### src/otp_bank_cfg.svh
`ifndef OTP_BANK_CFG_SVH
`define OTP_BANK_CFG_SVH
// Register indices; byte address is four times the index
`define IX_LOCK 16'h0000
`define IX_OVR 16'h0007
`define IX_FLOW 16'h0008
`define IX_PFN 16'h0009
`define IX_ARM 16'h1898
// Extra registers, byte addresses
`define A_COMMIT 16'h7000
`define A_STATUS 16'h7004
`define ARM_KEY 8'h10
// Field positions
`define B_LOCK 6
`define B_THR 4
`define B_MASK 3
`define B_DIR 2
`define B_PFN 1
`define B_FLOW 0
`define B_HDX 3
`define B_CLK 7
`define B_SEL 4
`define B_POL 3
`define B_COMMIT 0
// Bus answers and reset values
`define RESP_OK 2'b00
`define RESP_SLV 2'b10
`define RESP_DEC 2'b11
`define RST_BYTE 8'h00
`define RST_HALF 16'h0000
`define RST_WORD 32'h0000_0000
`endif

### src/otp_bank_pkg.sv
package otp_bank_pkg;
	typedef enum logic [2:0] {FM_NONE = 3'b000, FM_HW = 3'b001, FM_SW = 3'b010, FM_MD_RX = 3'b011,
		FM_MD_ALL = 3'b100} flow_mode_t;
	typedef enum logic [2:0] {PM_GPIO = 3'b000, PM_RTS_CTS = 3'b001, PM_DTR_DSR = 3'b010,
		PM_DE_TX = 3'b011, PM_DE_MATCH = 3'b100} pin_mode_t;
	typedef enum logic [1:0] {RS_GPIO = 2'b00, RS_TX = 2'b01, RS_MATCH = 2'b10, RS_RSVD = 2'b11} rs_sel_t;
	typedef struct packed {
		logic awvalid;
		logic [15:0] awaddr;
		logic [2:0] awprot;
		logic wvalid;
		logic [31:0] wdata;
		logic [3:0] wstrb;
		logic bready;
		logic arvalid;
		logic [15:0] araddr;
		logic [2:0] arprot;
		logic rready;
	} axi_req_t;
	typedef struct packed {
		logic awready;
		logic wready;
		logic bvalid;
		logic [1:0] bresp;
		logic arready;
		logic rvalid;
		logic [31:0] rdata;
		logic [1:0] rresp;
	} axi_rsp_t;
	typedef struct packed {
		logic tx_busy;
		logic addr_match;
	} link_in_t;
	typedef struct packed {
		logic rx_en;
		logic tx_en;
		logic hw_flow;
		logic sw_flow;
		logic match_en;
		logic pins45_rts_cts;
		logic pins23_dtr_dsr;
		logic pin6_clk;
		logic pin5_de_fn;
		logic pin5_de;
		logic pin7_de_fn;
		logic pin7_de;
		logic use_thresh;
		logic use_mask;
		logic use_dir;
		logic lock_active;
	} ctl_out_t;
	typedef struct packed {
		axi_rsp_t rsp;
		logic aw_have;
		logic [15:0] awaddr;
		logic w_have;
		logic [31:0] wdata;
		logic [3:0] wstrb;
		logic [7:0] cell_lock;
		logic [7:0] cell_ovr;
		logic [15:0] cell_flow;
		logic [7:0] cell_pfn;
		logic commit;
		logic [7:0] arm;
		logic lock_eff;
		logic [7:0] ovr_eff;
		logic [15:0] flow_eff;
		logic [7:0] pfn_eff;
		ctl_out_t out;
	} state_t;
endpackage

### src/otp_uart_default_override.sv
// Local design decision: the AXI4-Lite slave port.
`timescale 1ns/100ps
`include "otp_bank_cfg.svh"
module otp_uart_default_override #(
	parameter logic [15:0] DEF_FLOW = 16'h0000,
	parameter logic [7:0] DEF_PFN = 8'h00,
	parameter logic [7:0] FACTORY_CFG = 8'h00
) (
	input wire logic clk,
	input wire logic rst,
	input wire logic otp_clear,
	input wire otp_bank_pkg::axi_req_t axi,
	output otp_bank_pkg::axi_rsp_t axi_rsp,
	input wire otp_bank_pkg::link_in_t link,
	output otp_bank_pkg::ctl_out_t ctl
);
	// ****************************************
	// Address map
	// ****************************************
	localparam logic [15:0] A_LOCK = `IX_LOCK << 2;
	localparam logic [15:0] A_OVR = `IX_OVR << 2;
	localparam logic [15:0] A_FLOW = `IX_FLOW << 2;
	localparam logic [15:0] A_PFN = `IX_PFN << 2;
	localparam logic [15:0] A_ARM = `IX_ARM << 2;

	otp_bank_pkg::state_t state_q;
	otp_bank_pkg::state_t state_d;
	logic wr_fire;
	logic wr_otp;
	logic [7:0] b0;
	logic [7:0] b1;
	logic [7:0] lock_v;
	logic [7:0] flow_v;
	logic [7:0] pfn_v;
	logic as5;
	logic as7;
	otp_bank_pkg::flow_mode_t fm;
	otp_bank_pkg::pin_mode_t pm;
	otp_bank_pkg::rs_sel_t rs;

	// ****************************************
	// Next state
	// ****************************************
	always_comb
	begin
		state_d = state_q;
		b0 = state_q.wstrb[0] ? state_q.wdata[7:0] : `RST_BYTE;
		b1 = state_q.wstrb[1] ? state_q.wdata[15:8] : `RST_BYTE;
		lock_v = b0;
		wr_fire = state_q.aw_have && state_q.w_have && !state_q.rsp.bvalid;
		wr_otp = (state_q.awaddr == A_LOCK) || (state_q.awaddr == A_OVR) || (state_q.awaddr == A_FLOW)
			|| (state_q.awaddr == A_PFN) || (state_q.awaddr == `A_COMMIT);
		// Write response retires
		if (state_q.rsp.bvalid && axi.bready)
		begin
			state_d.rsp.bvalid = 1'b0;
		end
		// Address and data taken in either order
		if (axi.awvalid && state_q.rsp.awready)
		begin
			state_d.aw_have = 1'b1;
			state_d.awaddr = axi.awaddr;
		end
		if (axi.wvalid && state_q.rsp.wready)
		begin
			state_d.w_have = 1'b1;
			state_d.wdata = axi.wdata;
			state_d.wstrb = axi.wstrb;
		end
		// Programming: cells only ever gain ones
		if (wr_fire)
		begin
			state_d.aw_have = 1'b0;
			state_d.w_have = 1'b0;
			state_d.rsp.bvalid = 1'b1;
			state_d.rsp.bresp = `RESP_OK;
			if (wr_otp && state_q.lock_eff)
			begin
				state_d.rsp.bresp = `RESP_SLV;
			end
			else
			begin
				unique case (state_q.awaddr)
					A_LOCK:
					begin
						if (state_q.commit)
						begin
							state_d.rsp.bresp = `RESP_SLV;
						end
						else
						begin
							if (state_q.arm != `ARM_KEY)
							begin
								lock_v[`B_LOCK] = 1'b0;
							end
							state_d.cell_lock = state_q.cell_lock | lock_v;
						end
					end
					A_OVR: state_d.cell_ovr = state_q.cell_ovr | b0;
					A_FLOW: state_d.cell_flow = state_q.cell_flow | {b1, b0};
					A_PFN: state_d.cell_pfn = state_q.cell_pfn | b0;
					`A_COMMIT: state_d.commit = state_q.commit | b0[`B_COMMIT];
					A_ARM: state_d.arm = b0;
					`A_STATUS: state_d.rsp.bresp = `RESP_OK;
					default: state_d.rsp.bresp = `RESP_DEC;
				endcase
			end
		end
		state_d.rsp.awready = !state_d.aw_have && !state_d.rsp.bvalid;
		state_d.rsp.wready = !state_d.w_have && !state_d.rsp.bvalid;
		// Read channel, one outstanding
		if (state_q.rsp.rvalid && axi.rready)
		begin
			state_d.rsp.rvalid = 1'b0;
		end
		if (axi.arvalid && state_q.rsp.arready)
		begin
			state_d.rsp.rvalid = 1'b1;
			state_d.rsp.rresp = `RESP_OK;
			state_d.rsp.rdata = `RST_WORD;
			unique case (axi.araddr)
				A_LOCK: state_d.rsp.rdata[7:0] = state_q.cell_lock;
				A_OVR: state_d.rsp.rdata[7:0] = state_q.cell_ovr;
				A_FLOW: state_d.rsp.rdata[15:0] = state_q.cell_flow;
				A_PFN: state_d.rsp.rdata[7:0] = state_q.cell_pfn;
				`A_COMMIT: state_d.rsp.rdata[`B_COMMIT] = state_q.commit;
				A_ARM: state_d.rsp.rdata[7:0] = state_q.arm;
				`A_STATUS: state_d.rsp.rdata[`B_COMMIT] = state_q.lock_eff;
				default: state_d.rsp.rresp = `RESP_DEC;
			endcase
		end
		state_d.rsp.arready = !state_d.rsp.rvalid;
		// Operating controls from loaded settings
		fm = otp_bank_pkg::flow_mode_t'(state_q.flow_eff[2:0]);
		pm = otp_bank_pkg::pin_mode_t'(state_q.pfn_eff[2:0]);
		rs = otp_bank_pkg::rs_sel_t'(state_q.pfn_eff[6:5]);
		flow_v = state_q.flow_eff[7:0];
		pfn_v = state_q.pfn_eff;
		state_d.out.match_en = (fm == otp_bank_pkg::FM_MD_RX) || (fm == otp_bank_pkg::FM_MD_ALL);
		state_d.out.rx_en = !(flow_v[`B_HDX] && link.tx_busy)
			&& (!state_d.out.match_en || link.addr_match);
		state_d.out.tx_en = (fm != otp_bank_pkg::FM_MD_ALL) || link.addr_match;
		state_d.out.hw_flow = fm == otp_bank_pkg::FM_HW;
		state_d.out.sw_flow = fm == otp_bank_pkg::FM_SW;
		state_d.out.pins45_rts_cts = pm == otp_bank_pkg::PM_RTS_CTS;
		state_d.out.pins23_dtr_dsr = pm == otp_bank_pkg::PM_DTR_DSR;
		state_d.out.pin6_clk = pfn_v[`B_CLK];
		// Direction enables, level set by polarity
		state_d.out.pin5_de_fn = (pm == otp_bank_pkg::PM_DE_TX) || (pm == otp_bank_pkg::PM_DE_MATCH);
		as5 = ((pm == otp_bank_pkg::PM_DE_TX) && link.tx_busy)
			|| ((pm == otp_bank_pkg::PM_DE_MATCH) && link.addr_match);
		state_d.out.pin5_de = state_d.out.pin5_de_fn && (as5 ^ pfn_v[`B_POL]);
		state_d.out.pin7_de_fn = pfn_v[`B_SEL] && ((rs == otp_bank_pkg::RS_TX) || (rs == otp_bank_pkg::RS_MATCH));
		as7 = ((rs == otp_bank_pkg::RS_TX) && link.tx_busy)
			|| ((rs == otp_bank_pkg::RS_MATCH) && link.addr_match);
		state_d.out.pin7_de = state_d.out.pin7_de_fn && (as7 ^ pfn_v[`B_POL]);
		state_d.out.use_thresh = state_q.ovr_eff[`B_THR];
		state_d.out.use_mask = state_q.ovr_eff[`B_MASK];
		state_d.out.use_dir = state_q.ovr_eff[`B_DIR];
		state_d.out.lock_active = state_q.lock_eff;
		// Blank array with factory byte
		if (otp_clear)
		begin
			state_d.cell_lock = FACTORY_CFG;
			state_d.cell_ovr = `RST_BYTE;
			state_d.cell_flow = `RST_HALF;
			state_d.cell_pfn = `RST_BYTE;
			state_d.commit = 1'b0;
		end
		// Reset: bus idle, cells loaded into operation
		if (rst)
		begin
			state_d.rsp = '0;
			state_d.aw_have = 1'b0;
			state_d.awaddr = `RST_HALF;
			state_d.w_have = 1'b0;
			state_d.wdata = `RST_WORD;
			state_d.wstrb = '0;
			state_d.arm = `RST_BYTE;
			state_d.out = '0;
			state_d.lock_eff = state_d.commit && state_d.cell_lock[`B_LOCK];
			state_d.ovr_eff = state_d.cell_ovr;
			state_d.flow_eff = state_d.cell_ovr[`B_FLOW] ? state_d.cell_flow : DEF_FLOW;
			state_d.pfn_eff = state_d.cell_ovr[`B_PFN] ? state_d.cell_pfn : DEF_PFN;
		end
	end

	// State register
	always_ff @(posedge clk)
	begin
		state_q <= state_d;
	end

	assign axi_rsp = state_q.rsp;
	assign ctl = state_q.out;
endmodule

### config.mk
export PLATFORM = sky130hd
export DESIGN_NAME = otp_uart_default_override
export DESIGN_NICKNAME = d
export VERILOG_FILES = /design/src/otp_bank_pkg.sv /design/src/otp_uart_default_override.sv
export VERILOG_INCLUDE_DIRS = /design/src
export SDC_FILE = /design/constraint.sdc
export NUM_CORES = 1
export LEC_CHECK = 0
export CORE_ASPECT_RATIO = 1.2
export CORE_UTILIZATION = 40
export CTS_CLUSTER_DIAMETER = 200
export DETAILED_ROUTE_END_ITERATION = 8
export DONT_BUFFER_PORTS = 1
export HOLD_SLACK_MARGIN = 0.12
export PLACE_DENSITY_LB_ADDON = 0.3
export SYNTH_ARGS = -nofsm -noshare
export SYNTH_HDL_FRONTEND = slang
export SYNTH_SLANG_ARGS = --single-unit
### constraint.sdc
create_clock -name clk -period 3 [get_ports clk]
set_clock_uncertainty 0.2 [all_clocks]
set_input_delay 0.3 -clock clk [delete_from_list [all_inputs] [get_ports clk]]
set_output_delay 0.3 -clock clk [all_outputs]
set_load 0.02 [all_outputs]
==> flow_summary.json <==
{
  "drv_cap": 0,
  "drtPass1Iterations": 5,
  "hold_path_class": "input pin to flop",
  "clock-sinks": 141,
  "clk_pin_slew_worst_paths_ns": 0.06,
  "grt_pass1_wl_mm": 21.7,
  "cp-end-kind": "flop",
  "r2r_setup_slack_ns": 0.32,
  "p_per_area_mw_per_mm2": 641,
  "row_count": 48,
  "slew_headroom_pct": 52.9,
  "grt-ovfl-total": 0,
  "synth_xor_area_share_pct": 0.300,
  "die_area_mm2": 0.0151,
  "drc_errors": 0,
  "tns_ns": 0,
  "post-dp-hpwl_mm": 9.18,
  "track_usage_pct": 18.5,
  "synth_edf_count": 16,
  "slew_viol_final": 0,
  "cellLeakagePower_nw": 2.51,
  "worstPathMaxFanout": 6,
  "fin_crit_ns": 2.68,
  "arrival_ns": 2.84,
  "yosysWarnings": 0,
  "n_antenna_cell": 0,
  "hold_ws_ns": 0.188,
  "timing.final.crit_share_pct": 89.3,
  "initial_core_util_pct": 40.7,
  "netlist_instances": 646,
  "clock_latency_ns": 0.42,
  "core_mm2": 0.0144,
  "synth-seq-cells": 141,
  "drive_gt1_share_pct": 9.04,
  "r2r_cells": 7,
  "ir_worst_vdd_mv": 0.336,
  "drt_wl_total_mm": 13.4,
  "drt_iter0_markers": 343,
  "synthArstFlopShare_pct": 0,
  "synthDistinctLibCells": 56,
  "die_x_um": 112,
  "antenna_found_initial": 0,
  "synth_top_family_by_area": "simple AND/OR/NAND/NOR gates",
  "h-tree-depth": 4,
  "ys_seq_area_share_pct": 51.0,
  "nets": 737,
  "finalSetupViolCount": 0,
  "grt_max_degree": 101,
  "vias": 4500,
  "port_buffers": 0,
  "max_slew.worst_pin.slew_ns": 0.706,
  "path_class": "flop to flop",
  "synth_adder_area_share_pct": 0.428,
  "synth_mux_area_share_pct": 1.73,
  "cts_buffers": 17,
  "grt_setup_unrepaired": "no",
  "synth-compound-area-share_pct": 13.9,
  "area_growth_pct": 15.5,
  "yosys.area_share.simple_pct": 22.6,
  "grt_pass1_vias": 4367,
  "max_freq_mhz": 373,
  "synth.cell_area_mm2": 0.00585,
  "cts_buffer_depth": 2,
  "syn_avg_cell_area_um2": 9.05,
  "routed_via_density": 5.36,
  "cts-root-buf": "clkbuf_16",
  "outcome": "finished, final reports clean",
  "post_drt_wl_per_cell_um": 15.9,
  "r2r_start": "axi_rsp[38]",
  "setup.worst_path.start_class": "flop",
  "num_io_pins": 141,
  "fp.dieH_um": 134,
  "required_ns": 3.16,
  "synth_ff_type": "dfxtp_1",
  "hold_violations": 0,
  "startpoint": "axi_rsp[38]",
  "ant_nets": 0,
  "crit_end": "state_q[88]",
  "gp_congestion": 0.862,
  "regToRegEndpoint": "state_q[88]",
  "cts_tree": "done"
}
[per-layer routing]
metal,up-vias,share of wire [%],track usage (%)
met1,2113,44,22.1
met3,26,5.2,4.88
li1,2209,-,-
met4,0,2.5,8.07
met2,152,49,31.4
met5,-,0,0
[how the worst min path moves through the flow]
| stage | from | to | depth (start not counted) |
|---|---|---|---|
| floorplan | link[1] | ctl[15] | 1 |
| global placement | rst | ctl[14] | 1 |
| detailed placement | rst | ctl[14] | 1 |
| CTS | axi[13] | axi_rsp[8] | 4 |
| global route | axi[13] | axi_rsp[8] | 4 |
| finish | axi[20] | axi_rsp[13] | 3 |
[cells in the mapped netlist, drive strengths merged (10+ instances only)]
cell type  number  area [um2]
dfxtp         125        2500
nand2          89         334
nor2           81         304
a21oi          74         370
buf            64         464
clkbuf         24        90.1
a31oi          20         125
edfxtp         16         480
and2           14        87.6
nor3           14        90.1
nor4           13         103
nand3          10        50.1
[per-stage QoR]
| step | util (%) | area (um2) | setup WS, ns | cells | total power [mW] |
|---|---|---|---|---|---|
| 2_1_floorplan | - | 5900 | 0.721 | 661 | 2.25 |
| 3_3_place_gp | 39.4 | 5650 | 0.672 | 759 | 2.22 |
| 3_5_place_dp | 39.4 | 5650 | 0.570 | 759 | 2.22 |
| 4_1_cts | 47.0 | 6750 | 0.361 | 839 | 4.36 |
| 5_1_grt | 47.0 | 6750 | 0.154 | 839 | 4.49 |
| 6_report | 47.0 | 6750 | 0.320 | 839 | 4.33 |
[final cells by class]
type / count / area, um2
clock buffers: 24 / 514
clock inverters: 8 / 77.6
fillers: 1364 / 7600
inverters: 7 / 26.3
multi-input cells: 425 / 2340
flip-flops and latches: 141 / 2980
well taps: 175 / 219
repair buffers: 59 / 591
[state kept, by name, indices dropped and copies added, names as in the netlist]
name / cells
pfn_v: 8
ctl: 16
axi_rsp: 24
state_q: 89
flow_v: 4
[power breakdown]
part / switching, mW / internal (mW) / total (mW) / leakage [nW]
combinational: 0.142 / 0.102 / 0.244 / 1.03
clock: 0.776 / 1.28 / 2.06 / 0.295
sequential: 0.0633 / 1.96 / 2.02 / 1.18
[logic make-up after synthesis]
group           count (synthesis)
compound gates                131
xor+xnor                        2
flops                         141
fa+ha+maj                       2
other cells                     1
mux                            10
buf+inv                        95
simple gates                  264
[what timing repair did]
action                    CTS  global route
hold buffers               48             0
gates resized for setup     0             0
buffers inserted            0             0
hold endpoints to repair  149             0
[layout by cell type, fill, tap and decap left out, types with 3 or more instances in the layout]
cell type	netlist	routed
dfxtp_1	125	125
nand2_1	89	89
nor2_1	81	81
a21oi_1	74	74
dlygate4sd3_1	0	46
a31oi_1	20	20
clkbuf_16	0	19
conb_1	1	16
edfxtp_1	16	16
and2_1	13	13
nor4_1	11	11
buf_4	57	11
nor3_1	10	10
nand3_1	10	10
mux2i_1	9	9
nor2b_1	8	8
inv_1	7	7
a222oi_1	7	7
a32oi_1	7	7
o21bai_1	7	7
nor4b_1	5	5
nor3_2	4	4
or4_1	4	4
o21ai_0	4	4
or4b_2	3	3
nand4_1	3	3
or4_4	3	3
nand2b_1	3	3
clkinv_4	0	3
clkinv_2	0	3
clkbuf_1	24	3
[critical path, stage by stage (launching register included)]
cell           delay (ns)
dfxtp_1              0.41
nor4bb_1             0.47
nand4_1              0.30
nor3_2               0.33
buf_4                0.22
a21oi_1              0.07
nor2_1               0.09
dlygate4sd3_1        0.54
No activity file was read; power rests on OpenSTA's default activity.
